===== src/verilog/ppio_pkg.sv =====
// Package: register map, reset values and carriers for the dual port I/O block
package ppio_pkg;
	localparam int unsigned PPIO_W = 8;
	// Register byte offsets
	localparam logic [7:0] PPIO_OFF_PULLUP = 8'h00;
	localparam logic [7:0] PPIO_OFF_OPTION = 8'h04;
	localparam logic [7:0] PPIO_OFF_FP_DATA = 8'h08;
	localparam logic [7:0] PPIO_OFF_FP_DIR = 8'h0C;
	localparam logic [7:0] PPIO_OFF_SP_DATA = 8'h10;
	localparam logic [7:0] PPIO_OFF_SP_DIR = 8'h14;
	localparam logic [7:0] PPIO_OFF_ALT_FP = 8'h18;
	localparam logic [7:0] PPIO_OFF_ALT_SP = 8'h1C;
	localparam logic [7:0] PPIO_OFF_PULL_STAT = 8'h20;
	// Reset values
	localparam logic [7:0] PPIO_RST_ONES = 8'hFF;
	localparam logic [7:0] PPIO_RST_ZERO = 8'h00;
	localparam logic PPIO_RST_GPD_N = 1'b1;
	// Bit of the option register holding the global pull-up disable
	localparam int unsigned PPIO_GPD_BIT = 0;
	// Second-port pins whose alternate function is an analog bias input
	localparam logic [7:0] PPIO_SP_BIAS_PINS = 8'h07;
	// Pin group carried between the block and pad ring
	typedef struct packed {
		logic [7:0] o;
		logic [7:0] oe;
	} ppio_drive_type;
	// Alternate function request from peripherals for one port
	typedef struct packed {
		logic [7:0] sel;
		logic [7:0] o;
		logic [7:0] oe;
	} ppio_alt_type;
endpackage : ppio_pkg


===== src/verilog/ppio_sync.sv =====
// Two flip-flop synchroniser for a bank of pin inputs
`timescale 1ns/1ps
module ppio_sync import ppio_pkg::*; #(
	parameter int W = 8
) (
	input wire logic pclk,
	input wire logic presetn,
	input wire logic [W-1:0] d,
	output logic [W-1:0] q
);
	logic [W-1:0] meta_r;
	// Elaboration guard: an empty bank has nothing to synchronise
	if (W < 1) begin : g_bad_width
		$error("synchroniser width must be at least one");
	end
	// First stage feeds only the second stage
	always_ff @(posedge pclk or negedge presetn) begin
		if (!presetn) begin
			meta_r <= '0;
			q <= '0;
		end else begin
			meta_r <= d;
			q <= meta_r;
		end
	end
endmodule : ppio_sync


===== src/verilog/ppio_port.sv =====
// Top: two 8-bit I/O ports, weak pull-ups on the first, alternate function muxing, APB registers
`timescale 1ns/1ps
// Behaviour
// - One pull-up enable bit per first-port pin, one enables.
// - Pull-ups only act when global pull-up control enables them.
// - Pull-up forced off on any first-port pin set as output.
// - Global pull-up control is active low and resets to disabled.
// - Second port is eight bits, bidirectional, Schmitt inputs, shared pins.
// - Writing second-port data updates latch, driven on output pins.
// - Reading second-port data returns present pin levels.
// - Second-port direction one is input high-Z, zero drives latch.
// - First-port direction one is high-Z input, zero is output.
// - First pin 0 is GPIO, external interrupt input, or LCD segment.
// - First pins 1-5 are GPIO or LCD segment/common, LCD replaces driver.
// - First pin 6 is GPIO, programming clock, debugger clock, or segment.
// - First pin 7 is GPIO, programming data, debugger data, or segment.
// - Second pins 0-2 are GPIO or analog LCD bias input.
// - Second pin 4 is GPIO, timer gate, serial data out, or segment.
// - Second pin 5 is GPIO, timer clock, capture/compare/PWM, or segment.
// - Second pin 3 is GPIO or LCD segment.
module ppio_port import ppio_pkg::*; (
	input wire logic pclk,
	input wire logic presetn,
	input wire logic psel,
	input wire logic penable,
	input wire logic pwrite,
	input wire logic [7:0] paddr,
	input wire logic [31:0] pwdata,
	output logic [31:0] prdata,
	output logic pready,
	output logic pslverr,
	input wire logic [7:0] first_port_in,
	output logic [7:0] first_port_out,
	output logic [7:0] first_port_oe,
	output logic [7:0] first_port_pullup,
	input wire logic [7:0] second_port_in,
	output logic [7:0] second_port_out,
	output logic [7:0] second_port_oe,
	input wire ppio_alt_type first_alt,
	input wire ppio_alt_type second_alt,
	output logic [7:0] first_port_sync,
	output logic [7:0] second_port_sync
);
	// ****************************************
	// Registers
	// ****************************************
	logic [7:0] pullup_enable_bits_r;
	logic global_pullup_disable_n_r;
	logic [7:0] first_port_data_r;
	logic [7:0] first_port_direction_r;
	logic [7:0] second_port_data_r;
	logic [7:0] second_port_direction_r;
	logic [7:0] fp_sync;
	logic [7:0] sp_sync;
	logic wr_en;
	logic rd_en;
	logic [31:0] rdata_nxt;
	logic addr_ok;
	ppio_drive_type fp_nxt;
	ppio_drive_type sp_nxt;
	logic [7:0] pull_nxt;

	// Pin levels pass two flops before any register read sees them
	ppio_sync #(.W(PPIO_W)) u_sync_fp (
		.pclk(pclk),
		.presetn(presetn),
		.d(first_port_in),
		.q(fp_sync)
	);
	ppio_sync #(.W(PPIO_W)) u_sync_sp (
		.pclk(pclk),
		.presetn(presetn),
		.d(second_port_in),
		.q(sp_sync)
	);

	function automatic logic known_addr(input logic [7:0] a);
		known_addr = (a == PPIO_OFF_PULLUP) || (a == PPIO_OFF_OPTION) ||
			(a == PPIO_OFF_FP_DATA) || (a == PPIO_OFF_FP_DIR) ||
			(a == PPIO_OFF_SP_DATA) || (a == PPIO_OFF_SP_DIR) ||
			(a == PPIO_OFF_ALT_FP) || (a == PPIO_OFF_ALT_SP) ||
			(a == PPIO_OFF_PULL_STAT);
	endfunction : known_addr

	// ****************************************
	// APB slave
	// ****************************************
	// One-wait-state access; pready is registered so it pulses in the second access cycle
	assign addr_ok = known_addr(paddr);
	assign wr_en = psel && penable && pready && pwrite && addr_ok;
	assign rd_en = psel && penable && !pready && !pwrite;

	// Access phase takes two cycles: one to assert pready, one to complete
	always_ff @(posedge pclk or negedge presetn) begin
		if (!presetn) begin
			pready <= 1'b0;
			pslverr <= 1'b0;
		end else begin
			pready <= psel && penable && !pready;
			pslverr <= psel && penable && !pready && !addr_ok;
		end
	end

	// Configuration registers reset to ones; read-only addresses ignore writes
	always_ff @(posedge pclk or negedge presetn) begin
		if (!presetn) begin
			pullup_enable_bits_r <= PPIO_RST_ONES;
			first_port_direction_r <= PPIO_RST_ONES;
			second_port_direction_r <= PPIO_RST_ONES;
			global_pullup_disable_n_r <= PPIO_RST_GPD_N;
		end else if (wr_en) begin
			unique case (paddr)
				PPIO_OFF_PULLUP: pullup_enable_bits_r <= pwdata[7:0];
				PPIO_OFF_OPTION: global_pullup_disable_n_r <= pwdata[PPIO_GPD_BIT];
				PPIO_OFF_FP_DIR: first_port_direction_r <= pwdata[7:0];
				PPIO_OFF_SP_DIR: second_port_direction_r <= pwdata[7:0];
				default: begin
				end
			endcase
		end
	end

	// Output latches have no reset: their power-up value is undefined by design
	always_ff @(posedge pclk) begin
		if (wr_en && paddr == PPIO_OFF_FP_DATA) begin
			first_port_data_r <= pwdata[7:0];
		end
		if (wr_en && paddr == PPIO_OFF_SP_DATA) begin
			second_port_data_r <= pwdata[7:0];
		end
	end

	// Data reads return pin levels, not latches
	always_comb begin
		rdata_nxt = '0;
		unique case (paddr)
			PPIO_OFF_PULLUP: rdata_nxt[7:0] = pullup_enable_bits_r;
			PPIO_OFF_OPTION: rdata_nxt[PPIO_GPD_BIT] = global_pullup_disable_n_r;
			PPIO_OFF_FP_DATA: rdata_nxt[7:0] = fp_sync;
			PPIO_OFF_FP_DIR: rdata_nxt[7:0] = first_port_direction_r;
			PPIO_OFF_SP_DATA: rdata_nxt[7:0] = sp_sync;
			PPIO_OFF_SP_DIR: rdata_nxt[7:0] = second_port_direction_r;
			PPIO_OFF_ALT_FP: rdata_nxt[7:0] = first_alt.sel;
			PPIO_OFF_ALT_SP: rdata_nxt[7:0] = second_alt.sel;
			PPIO_OFF_PULL_STAT: rdata_nxt[7:0] = first_port_pullup;
			default: rdata_nxt = '0;
		endcase
	end

	// Read data captured in the first access cycle, held through completion
	always_ff @(posedge pclk or negedge presetn) begin
		if (!presetn) begin
			prdata <= '0;
		end else if (rd_en) begin
			prdata <= rdata_nxt;
		end
	end

	// ****************************************
	// Pin muxing
	// ****************************************
	// An alternate function that owns a pin replaces latch and direction.
	// Bit 0 interrupt, bits 1-5 LCD, bits 6-7 programming/debug/LCD on the first port.
	always_comb begin
		for (int i = 0; i < PPIO_W; i++) begin
			fp_nxt.o[i] = first_alt.sel[i] ? first_alt.o[i] : first_port_data_r[i];
			fp_nxt.oe[i] = first_alt.sel[i] ? first_alt.oe[i]
				: !first_port_direction_r[i];
			// Bias pins are analog inputs when claimed: driver always off
			sp_nxt.o[i] = second_alt.sel[i] ? second_alt.o[i] : second_port_data_r[i];
			sp_nxt.oe[i] = second_alt.sel[i] ? (second_alt.oe[i] && !PPIO_SP_BIAS_PINS[i])
				: !second_port_direction_r[i];
		end
	end

	// Pull-up needs per-pin enable, global enable (low) and a non-driving pin
	always_comb begin
		for (int i = 0; i < PPIO_W; i++) begin
			pull_nxt[i] = pullup_enable_bits_r[i] && !global_pullup_disable_n_r
				&& !fp_nxt.oe[i];
		end
	end

	// All pad outputs are registered
	always_ff @(posedge pclk or negedge presetn) begin
		if (!presetn) begin
			first_port_out <= PPIO_RST_ZERO;
			first_port_oe <= PPIO_RST_ZERO;
			second_port_out <= PPIO_RST_ZERO;
			second_port_oe <= PPIO_RST_ZERO;
			first_port_pullup <= PPIO_RST_ZERO;
			first_port_sync <= PPIO_RST_ZERO;
			second_port_sync <= PPIO_RST_ZERO;
		end else begin
			first_port_out <= fp_nxt.o;
			first_port_oe <= fp_nxt.oe;
			second_port_out <= sp_nxt.o;
			second_port_oe <= sp_nxt.oe;
			first_port_pullup <= pull_nxt;
			first_port_sync <= fp_sync;
			second_port_sync <= sp_sync;
		end
	end
endmodule : ppio_port


===== config.mk =====
export PLATFORM = sky130hd
export DESIGN_NAME = ppio_port
export DESIGN_NICKNAME = d
export VERILOG_FILES = /design/src/verilog/ppio_pkg.sv /design/src/verilog/ppio_sync.sv /design/src/verilog/ppio_port.sv
export SDC_FILE = /design/constraint.sdc
export NUM_CORES = 1
export LEC_CHECK = 0
export BUFFER_PORTS_ARGS = -buffer_cell sky130_fd_sc_hd__buf_2
export CAP_MARGIN = 40
export CORE_MARGIN = 5
export CORE_UTILIZATION = 53
export CTS_CLUSTER_DIAMETER = 30
export DETAILED_ROUTE_END_ITERATION = 8
export PLACE_DENSITY_LB_ADDON = 0.05
export SLEW_MARGIN = 20
export SYNTH_ARGS = -nofsm -noshare
export SYNTH_HDL_FRONTEND = slang
export SYNTH_SLANG_ARGS = --single-unit

===== constraint.sdc =====
create_clock -name pclk -period 5 [get_ports pclk]
set_clock_uncertainty 0.1 [all_clocks]
set_input_delay 0.5 -clock pclk [delete_from_list [all_inputs] [get_ports pclk]]
set_output_delay 0.5 -clock pclk [all_outputs]
set_load 0.005 [all_outputs]

# After elaboration in Yosys (flattened, before gate mapping)

Cells that the tools add are included.

Logic and storage cells: 128
Bits of input ports: 109
Register bits after elaboration: 139
Output and inout port bits: 90

Reduce and logical (&&, ||, !) cells: 66
Mux-type cells: 34
Eq/ne operators: 8

Operators by type and width:

| operator                                                              | number |
|---|---|
| 7-bit one-hot mux with 8 select lines                                 | 1 |
| 8-bit by 5-bit equality test with 1-bit output, second input constant | 4 |
| 1-bit 2-to-1 mux                                                      | 32 |
| 1-bit zero test                                                       | 28 |
| 1-bit logical AND                                                     | 25 |
| 8-bit by 4-bit equality test with 1-bit output, second input constant | 2 |
| 1-bit one-hot mux with 9 select lines                                 | 1 |
| 8-bit by 3-bit equality test with 1-bit output, second input constant | 1 |
| 8-bit by 6-bit equality test with 1-bit output, second input constant | 1 |
| 8-bit zero test                                                       | 1 |
| 1-bit logical OR                                                      | 8 |
| 2-bit AND reduction                                                   | 4 |

# Longest topological paths before layout

Gate-level depths: netlist of run 1.

Depth after elaboration: 11
Gate-level depth with buffers: 7
Depth with buffers taken out: 4

# Cells and area by module

Synthesis of run 1 repeated with hierarchy kept, for this count alone.

Cells, all modules: 377
Area, all modules: 5303.8 µm²

By module, submodules not included:

| module    | area an instance (µm²) | cells each | sequential area each (µm²) | times used |
|---|---|---|---|---|
| ppio_port | 4503.1                 | 345        | 2788.9                     | 1 |
| ppio_sync | 400.4                  | 16         | 400.4                      | 2 |

# Worst setup path before layout of run 1

OpenSTA, ideal clock, no wires.

Path type: input to register
Start: input paddr[3]
End: register second_port_data_r[0] (enable)
Stages on the path: 5
Arrival: 2.009 ns
Required time: 4.530 ns
Setup slack: 2.521 ns
Cells stage by stage: clkbuf_1 > clkbuf_1 > nor4_1 > nand2_1 > nor2_1

Word-level cells in the longest chain between the ends: 11

RTL lines:

| what                                                                              | RTL line         | source |
|---|---|---|
| from (decl)                                                                       | ppio_port.sv:27  | `input wire logic [7:0] paddr,` |
| 8-bit by 3-bit equality test with 1-bit output or 8-bit zero test (tied branches) | ppio_port.sv:78  | `known_addr = (a == PPIO_OFF_PULLUP) \|\| (a == PPIO_OFF_OPTION) \|\|` |
| 1-bit logical OR (2 in series)                                                    | ppio_port.sv:78  |  |
| 1-bit logical OR (2 in series)                                                    | ppio_port.sv:79  | `(a == PPIO_OFF_FP_DATA) \|\| (a == PPIO_OFF_FP_DIR) \|\|` |
| 1-bit logical OR (2 in series)                                                    | ppio_port.sv:80  | `(a == PPIO_OFF_SP_DATA) \|\| (a == PPIO_OFF_SP_DIR) \|\|` |
| 1-bit logical OR (2 in series)                                                    | ppio_port.sv:81  | `(a == PPIO_OFF_ALT_FP) \|\| (a == PPIO_OFF_ALT_SP) \|\|` |
| 1-bit logical AND                                                                 | ppio_port.sv:90  | `assign wr_en = psel && penable && pready && pwrite && addr_ok;` |
| 1-bit logical AND *                                                               | ppio_port.sv:128 | `if (wr_en && paddr == PPIO_OFF_SP_DATA) begin` |
| to (signal assigned)                                                              | ppio_port.sv:129 | `second_port_data_r <= pwdata[7:0];` |
| to (decl)                                                                         | ppio_port.sv:51  | `logic [7:0] second_port_data_r;` |

Mark *: on every way between the ends. The rest lies on a longest branch, timed or not.
A chain may end at the register's enable or synchronous reset.

# Worst setup path in the final report of run 1

Start: register pready
End: register prdata[7]

Word-level cells in the longest chain between the ends: 3

RTL lines:

| what                            | RTL line         | source |
|---|---|---|
| from (decl)                     | ppio_port.sv:30  | `output logic pready,` |
| from (signal assigned)          | ppio_port.sv:99  | `pready <= psel && penable && !pready;` |
| 1-bit zero test                 | ppio_port.sv:91  | `assign rd_en = psel && penable && !pready && !pwrite;` |
| 1-bit logical AND (2 in series) | ppio_port.sv:91  |  |
| to (signal assigned)            | ppio_port.sv:155 | `prdata <= rdata_nxt;` |
| to (decl)                       | ppio_port.sv:29  | `output logic [31:0] prdata,` |

Every way passes these cells.

==> results of run 1 <==
cell usage in the layout (no fill, tap or decap), drive strengths merged, types with 4 or more instances in the layout:
master       netlist  final
a211o              4      4
a211oi             6      6
and3               7      7
buf               30    156
clkbuf            14     25
clkinv             0      5
conb               1     24
dfrtp             98     98
dfstp             25     25
dlygate4sd3        0     17
edfxtp            16     16
mux2              44     44
mux2i             13     13
nand2             26     26
nand3             12     12
nand3b             4      4
nor2              11     11
nor2b              4      4
nor3               8      8
nor3b             11     11
nor4               4      4
o211ai             4      4
o21ai             16     16
or4                4      4
worst max-delay path, stage by stage, from the launching register on:
cell      delay (ns)
dfrtp_1         0.40
or4bb_1         0.74
a2111o_1        0.57
a211o_1         0.36
o211ai_2        0.07
power by group:
| group | internal, W | leakage, nW | switching, W |
|---|---|---|---|
| Combinational | 0.0000713 | 1.38 | 0.0000914 |
| Clock | 0.000775 | 0.292 | 0.000455 |
| Sequential | 0.00118 | 1.57 | 0.0000126 |
state kept, by name, summed over array words and instances, names as in the netlist:
register,cells
first_port_sync,8
u_sync_fp.meta_r,8
first_port_data_r,8
u_sync_sp.q,8
pullup_enable_bits_r,8
prdata,8
second_port_out,8
second_port_oe,8
first_port_direction_r,8
first_port_out,8
first_port_oe,8
second_port_data_r,8
u_sync_fp.q,8
second_port_direction_r,8
first_port_pullup,8
second_port_sync,8
pready,1
u_sync_sp.meta_r,8
pslverr,1
global_pullup_disable_n_r,1
through the flow:
| step | cells | hold slack [ns] |
|---|---|---|
| 2_1_floorplan | 418 | 0.104 |
| 3_3_place_gp | 664 | 0.232 |
| 3_5_place_dp | 666 | 0.236 |
| 4_1_cts | 715 | 0.0535 |
| 5_1_grt | 717 | 0.0513 |
| 6_report | 717 | 0.0751 |
final cells by class:
class                      instances  area (um2)  share of cell area [%]
antenna                            1        2.50                  0.0355
clock buffer                      24         524                    7.44
clock inverter                     8        77.6                    1.10
sequential                       139        3590                    51.0
multi-input combinational        235        1700                    24.1
timing repair buffer             174         978                    13.9
tap                              136         170                    2.42
metal layers:
metal,wire [um],part of all wire [%],vias to the layer above
met4,231,1.7,0
met5,0,0,-
met2,7070,52,156
met1,5240,39,1862
met3,982,7.3,19
li1,-,-,1740
how the worst max path moves through the flow:
| stage | endpoint | slack (ns) | startpoint | cells past startpoint |
|---|---|---|---|---|
| after detailed placement | first_port_data_r[7] | 1.96 | paddr[3] | 6 |
| final | prdata[7] | 2.67 | pready | 4 |
| after global routing | prdata[2] | 2.60 | pready | 4 |
| after global placement | first_port_data_r[4] | 1.94 | paddr[3] | 5 |
| after CTS | first_port_data_r[2] | 2.47 | paddr[3] | 6 |
| after floorplan | second_port_data_r[0] | 2.52 | paddr[3] | 5 |
logic make-up (layout without fill, tap and decap cells):
group | after synthesis | after routing | synth area share, %
DFF | 139 | 139 | 65.5
and+or+nand+nor | 107 | 107 | 11.5
muxes | 58 | 58 | 11.8
AOI/OAI and AO/OA | 46 | 46 | 6.02
buffers and inverters | 44 | 206 | 5.11
other | 1 | 25 | 0.0684
==> flow_summary.ini, run 1 <==
[clocking]
insertion_delay_ns = 0.51
numCtsBuffers = 17
path_clk_slew_ns = 0.06
cts_setup_buffers = 0
cts_max_level = 4
cts_tree = done
holdBufCountCts = 17
clkSinkCount = 139
cts_resized = 0
root_buffer = clkbuf_8
clock_path_buffers = 2

[worst_setup_path]
r2r_end = prdata[7]
critical_path_class = flop to flop
critPathRequiredTime_ns = 5.33
r2r-start = pready
arrival_ns = 2.66
critPathLaunchType = flop
r2r_cells = 4
r2r_setup_slack_ns = 2.67
crit_fanout = 12
critPathCaptureType = flop

[run_status]
status = finished, final reports clean

[timing]
tns_ns = 0
setup_violations = 0
min_period_ns = 2.33
rsz0062_at_grt = false
timing.final.crit_share_pct = 46.6
drv_slew = 0
fmax_mhz = 429
tightest_slew_ns = 0.708
slew_headroom_pct = 52.8
setup_slack_ns = 2.67
hold_viol_final = 0

[placement]
hpwl_mm = 9.37
io_buffer_count = 147
routabilityCongestion = 0.887
postPlaceCellArea_um2 = 6260
pre_cts_slack_ns = 1.96

[grt]
use_met2_pct = 37.3
met3_usage_pct = 6.09
grt_max_degree = 60
grt_pass1_wl_mm = 21.7
grt-ovfl-total = 0
antenna_found_initial = 1
grt_pass1_vias = 4057
grt_use_met1_pct = 28.3
grt_usage_pct = 22.6
busiest_layer = met2

[logic_synthesis]
synth_most_common_cell = dfrtp_1
async_reset_ff_share_pct = 88.5
postSynthAreaPerCell_um2 = 13.9
ys_ff_latch = 139
synth_edf_count = 16
synth_cell_type_count = 53
syn-instance-count = 395
syn_area_um2 = 5480
synth_top_cell_by_area = dfrtp_1
yosysSeqAreaShare_pct = 65.5
ys.warnings.count = 0
yosys-top-cells-area = dfrtp_1 (45%), dfstp_2 (12%), edfxtp_1 (8.8%), mux2_2 (5.3%), mux2_1 (3.7%)
yosysTopAreaCellShare_pct = 44.7
netlist_top_cells_count = dfrtp_1 (98), mux2_2 (26), nand2_1 (26)
dominantRegCellSynth = dfrtp_1

[die]
die-area_um2 = 12500
die_h_um = 112
core_area_um2 = 10200
die_w_um = 112
start_util_pct = 53.8
row_count = 37
io_pins = 199

[power]
pwr_density_cell_nw_per_um2 = 367
ir_drop_mv = 0.230
finalPower_w = 0.00259
leakagePower_nw = 3.25

[routing]
drtIter0Drc = 172
drt_pass1_iterations = 5
totalWireLength_mm = 13.5
routedWlPerCell_um = 18.9
drc = 0
postRouteAntennaNets = 0
vias = 3777
vias_per_cell = 5.27

[cells_and_area]
synthToLayoutAreaGrowth_pct = 28.4
drive_gt1_share_pct = 42.2
num-nets-final = 676
num-fill-cells = 774
fin_util_pct = 69.1
postLayoutCellArea_um2 = 7040

[flow_run]
drv_cap = 0

[worst_hold_path]
hp-class = primary input to flop
hold_path_depth = 2
hold_path_end = second_port_oe[2]
min_from = second_alt[18]
Power figures use the tool's default switching activity.
==> inputs of run 2 (changes only) <==
--- a/config.mk
+++ b/config.mk
@@ -8,7 +8,7 @@
 export BUFFER_PORTS_ARGS = -buffer_cell sky130_fd_sc_hd__buf_2
 export CAP_MARGIN = 40
 export CORE_MARGIN = 5
-export CORE_UTILIZATION = 53
+export CORE_UTILIZATION = 45
 export CTS_CLUSTER_DIAMETER = 30
 export DETAILED_ROUTE_END_ITERATION = 8
 export PLACE_DENSITY_LB_ADDON = 0.05
==> constraint.sdc (replaced) <==
create_clock -name pclk -period 2.05 [get_ports pclk]
set_clock_uncertainty 0.1 [all_clocks]
set_input_delay 0.205 -clock pclk [delete_from_list [all_inputs] [get_ports pclk]]
set_output_delay 0.205 -clock pclk [all_outputs]
set_load 0.005 [all_outputs]
==> flow_summary.ini, run 2 (synthesis results as in run 1) <==
[grt]
grt_usage_pct = 21.7
antenna_found_initial = 0
grt_max_degree = 50
grt_pass1_vias = 4425
grt_pass1_wl_mm = 23.7
grt-ovfl-total = 0

[flow_run]
drv_cap = 0

[die]
row_count = 40
die_w_um = 120
die_h_um = 120
core_area_um2 = 12000
die-area_um2 = 14500
io_pins = 199
start_util_pct = 45.8

[timing]
tns_ns = 0
drv_slew = 0
timing.final.crit_share_pct = 97.7
tightest_slew_ns = 0.558
holdWs_ns = 0.0525
rsz0062_at_grt = true
min_period_ns = 2.00
fmax_mhz = 499
setup_violations = 0
setup_slack_ns = 0.0463
hold_viol_final = 0
slew_headroom_pct = 62.7

[cells_and_area]
drive_gt1_share_pct = 41.2
num-nets-final = 787
synthToLayoutAreaGrowth_pct = 49.0
layout_commonest_cell = buf_2
final_cell_mix = buf_2 (146), dfrtp_1 (98), dlygate4sd3_1 (94)
fin_util_pct = 68.3
diodes = 0

[worst_setup_path]
cp.depth = 4
path_cells = or4bb_4, a2111o_2, a211o_1, o211ai_2
arrival_ns = 2.24
critPathRequiredTime_ns = 2.29
crit_family = compound AO/OA/AOI/OAI gates
critPathCaptureType = flop
crit_fanout = 5
critical_path_class = flop to flop
r2r_end = prdata[7]
r2r_setup_slack_ns = 0.05
startpoint = pready
r2r_cells = 4
r2r-start = pready
crit_end = prdata[7]
critPathLaunchType = flop
max_stage_delay_ns = 0.58
cpMaxStageDelayCell = or4bb_4
path_buf_inv = 0

[clocking]
clock_path_buffers = 2
cts_max_level = 4
path_clk_slew_ns = 0.06
insertion_delay_ns = 0.42
numCtsBuffers = 17
cts_tree = done
root_buffer = clkbuf_16
clkSinkCount = 139

[routing]
totalWireLength_mm = 15.6
drtIter0Drc = 240
vias = 4262
routedWlPerCell_um = 18.6
postRouteAntennaNets = 0
vias_per_cell = 5.09
drc = 0
drt_pass1_iterations = 5

[power]
pwr_density_cell_nw_per_um2 = 818
leakagePower_nw = 3.73
ir_drop_mv = 0.611

[worst_hold_path]
min_from = first_alt[23]
hp-class = primary input to flop

[placement]
io_buffer_count = 147
pre_cts_slack_ns = -0.188
routabilityCongestion = 0.900
hpwl_mm = 10.5

[run_status]
status = finished, final reports clean
run 2: area by class of cell:
type,instances,area [um2]
clock buffer,21,493
clock inverter,11,138
fill,902,3790
multi-input combinational,236,1740
sequential,139,3590
tap,147,184
timing repair buffer,284,2030
run 2: routing by layer:
metal / GRT usage (%) / part of all wire (%) / vias to the layer above
li1: - / - / 1965
met5: 0 / 0 / -
met4: 6.73 / 1.6 / 0
met3: 6.41 / 7.3 / 26
met2: 37.1 / 52 / 169
met1: 26.5 / 39 / 2102
run 2: what timing repair did:
action | in CTS | in global routing
hold buffers | 94 | 0
hold endpoints to repair | 124 | 0
setup buffers | 0 | 0
resized for setup | 0 | 5
setup endpoints to repair | 0 | 6
run 2: per-stage QoR:
step	total power, W	cell area (um2)	instances
2_1_floorplan	0.00313	5580	418
3_3_place_gp	0.00336	6570	711
3_5_place_dp	0.00337	6570	711
4_1_cts	0.00672	8140	837
5_1_grt	0.00693	8170	838
6_report	0.00668	8170	838
run 2: report_power, final:
part           switching [W]  internal (W)  total (W)
Clock                0.00113       0.00208    0.00321
Combinational       0.000261      0.000302   0.000563
Sequential         0.0000305       0.00288    0.00291
run 2: how the worst min path moves through the flow:
stage	cells past startpoint	slack, ns	to
global placement	1	0.07	second_port_oe[3]
detailed placement	1	0.07	second_port_out[3]
finish	4	0.05	first_port_pullup[7]
global route	4	0.07	first_port_pullup[6]
CTS	4	0.03	first_port_pullup[6]
floorplan	0	-0.19	first_port_oe[0]
run 2: worst register-to-register path: stages (launching register included):
cell      delay [ns]
dfrtp_1         0.38
or4bb_4         0.58
a2111o_2        0.53
a211o_1         0.27
o211ai_2        0.06
==> inputs of run 3 (changes only) <==
--- a/config.mk
+++ b/config.mk
@@ -5,10 +5,11 @@
 export SDC_FILE = /design/constraint.sdc
 export NUM_CORES = 1
 export LEC_CHECK = 0
+export ABC_AREA = 1
 export BUFFER_PORTS_ARGS = -buffer_cell sky130_fd_sc_hd__buf_2
 export CAP_MARGIN = 40
 export CORE_MARGIN = 5
-export CORE_UTILIZATION = 45
+export CORE_UTILIZATION = 44
 export CTS_CLUSTER_DIAMETER = 30
 export DETAILED_ROUTE_END_ITERATION = 8
 export PLACE_DENSITY_LB_ADDON = 0.05
==> constraint.sdc (replaced) <==
create_clock -name pclk -period 2.05 [get_ports pclk]
set_clock_uncertainty 0.1 [all_clocks]
set_input_delay 0.41 -clock pclk [delete_from_list [all_inputs] [get_ports pclk]]
set_output_delay 0.41 -clock pclk [all_outputs]
set_load 0.005 [all_outputs]
==> flow_summary.ini, run 3 <==
[cells_and_area]
diodes = 0
num-nets-final = 817
num-fill-cells = 1065
regArea_um2 = 3590
final_cell_mix = nand2_1 (193), buf_2 (146), dfrtp_1 (98)
multi_input_area_um2 = 1610
drive_gt1_share_pct = 35.6
layout_commonest_cell = nand2_1
synthToLayoutAreaGrowth_pct = 32.9

[worst_setup_path]
path_buf_inv = 3
cpMaxStageDelayCell = nand3_1
critPathLaunchType = primary input
path_cells = buf_2, inv_1, nand2_1, nor2_1, and2_1, nor2_2, nand3_2, buf_4, nand3_1, nand2_1, nand2_1
max_stage_delay_ns = 0.31
critPathCaptureType = flop
critPathRequiredTime_ns = 2.30
crit_family = simple AND/OR/NAND/NOR gates
cp_common_cell = nand2_1
arrival_ns = 1.97
crit_fanout = 19
critical_path_class = primary input to flop

[placement]
hpwl_mm = 10.1
io_buffer_count = 147
routabilityCongestion = 0.877
pre_cts_slack_ns = -0.0805

[die]
core_area_um2 = 12100
start_util_pct = 45.1
die-area_um2 = 14700
die_w_um = 121
row_count = 40
io_pins = 199
die_h_um = 121

[clocking]
insertion_delay_ns = 0.41
path_clk_slew_ns = 0.06
clkSinkCount = 139
cts_setup_buffers = 0
numCtsBuffers = 17
cts_tree = done
cts_resized = 0
cts_max_level = 4
clock_path_buffers = 2
root_buffer = clkbuf_16

[logic_synthesis]
postSynthAreaPerCell_um2 = 10.6
synth_edf_count = 16
yosysTopAreaCellShare_pct = 45.1
synth_top_cell_by_area = dfrtp_1
yosysSeqAreaShare_pct = 66.0
async_reset_ff_share_pct = 88.5
netlist_top_cells_count = nand2_1 (193), dfrtp_1 (98), nor2_1 (29)
synth_most_common_cell = nand2_1
syn-instance-count = 513
ys_ff_latch = 139
dominantRegCellSynth = dfrtp_1
syn_area_um2 = 5440
ys.warnings.count = 0
yosys-top-cells-area = dfrtp_1 (45%), nand2_1 (13%), dfstp_2 (12%), edfxtp_1 (8.8%), buf_4 (3.5%)
synth_cell_type_count = 30

[timing]
timing.final.crit_share_pct = 84.0
tightest_slew_ns = 0.512
fmax_mhz = 581
rsz0062_at_grt = false
setup_violations = 0
hold_viol_final = 0
drv_slew = 0
min_period_ns = 1.72
holdWs_ns = 0.0880
setup_slack_ns = 0.328
slew_headroom_pct = 65.9

[flow_run]
drv_cap = 0

[power]
p_sw_w = 0.00135
p_clk_share_pct = 48.5
leakagePower_nw = 3.65
switching_share_pct = 21.2
p_seq_share_pct = 45.8
combPwrFrac_pct = 5.8
ir_drop_mv = 0.661
cellInternalPower_w = 0.00501
finalPower_w = 0.00636
pwr_density_cell_nw_per_um2 = 880

[grt]
grt_pass1_wl_mm = 21.6
grt_max_degree = 37
grt_usage_pct = 19.6
grt_pass1_vias = 4251
antenna_found_initial = 0
grt-ovfl-total = 0

[worst_hold_path]
hp-class = primary input to flop

[routing]
totalWireLength_mm = 13.7
drtIter0Drc = 214
drt_pass1_iterations = 5
vias = 4108
postRouteAntennaNets = 0
drc = 0
routedWlPerCell_um = 15.4
vias_per_cell = 4.62

[run_status]
status = finished, final reports clean
## run 3: cell count changes in the layout (fill, tap and decap cells not counted), moves of 13 or more
cell,delta
nor2_1,+19
nand4_1,+15
mux2_1,-18
inv_1,+21
dlygate4sd3_1,-77
buf_4,-23
mux2i_1,-13
nand2_1,+167
## run 3: cell families after synthesis
family	count (synthesis)	synth area share (%)
mux	15	3.11
simple gates	277	22.4
flops	139	66.0
compound gates	24	2.26
buf+inv	57	6.17
other cells	1	0.0690
## run 3: power groups by stage
| stage | Combinational [W] | Sequential, W | Clock (W) |
|---|---|---|---|
| finish | 0.000367 | 0.00291 | 0.00308 |
| detailed placement | 0.000348 | 0.00296 | 0 |
| global placement | 0.000341 | 0.00296 | 0 |
| floorplan | 0.000122 | 0.00296 | 0 |
| global route | 0.000415 | 0.00292 | 0.00327 |
| CTS | 0.000375 | 0.00291 | 0.00313 |
## run 3: final timing paths
kind / from / endpoint / slack [ns] / cells past startpoint
min in group asynchronous: presetn / first_port_out[3] / 0.42 / 2
worst max register to register: pready / first_port_direction_r[5] / 0.35 / 6
worst min register to register: u_sync_fp.meta_r[4] / u_sync_fp.q[4] / 0.25 / 0
max in group asynchronous: presetn / first_port_direction_r[0] / 0.76 / 3
worst max-delay path: paddr[6] / first_port_direction_r[5] / 0.33 / 11
worst min-delay path: second_alt[17] / second_port_oe[1] / 0.09 / 2
## run 3: per-layer routing
metal	vias up	GRT usage (%)	wire length (um)
li1	1993	-	-
met4	0	8.12	289
met2	135	33.0	7130
met5	-	0	0
met1	1963	23.0	5430
met3	17	6.81	875
## run 3: metrics by stage
stage | std cells | setup TNS [ns] | area [um2] | util, %
after detailed placement | 840 | -0.760 | 6450 | 53.5
after global placement | 840 | -0.146 | 6450 | 53.5
after floorplan | 536 | -1.08 | 5530 | -
after CTS | 889 | 0 | 7220 | 59.9
after global routing | 889 | 0 | 7220 | 59.9
final | 889 | 0 | 7220 | 59.9
## run 3: final cells by class
class,count,area share (%)
Sequential cell,139,49.7
Clock inverter,12,2.01
Inverter,24,1.25
Timing Repair Buffer,186,15.6
Clock buffer,20,6.32
Tap cell,168,2.91
Multi-Input combinational cell,340,22.2
## run 3: what timing repair did
action | in CTS | in global routing
endpoints found under the hold margin | 41 | 0
setup endpoints to repair | 0 | 0
hold buffers | 17 | 0
## run 3: worst reg2reg max path: cells and delay by family, from the launching register on
kind	cells	cell delay [ns]
and+or+nand+nor	5	0.78
DFF	1	0.47
buffers and inverters	1	0.29
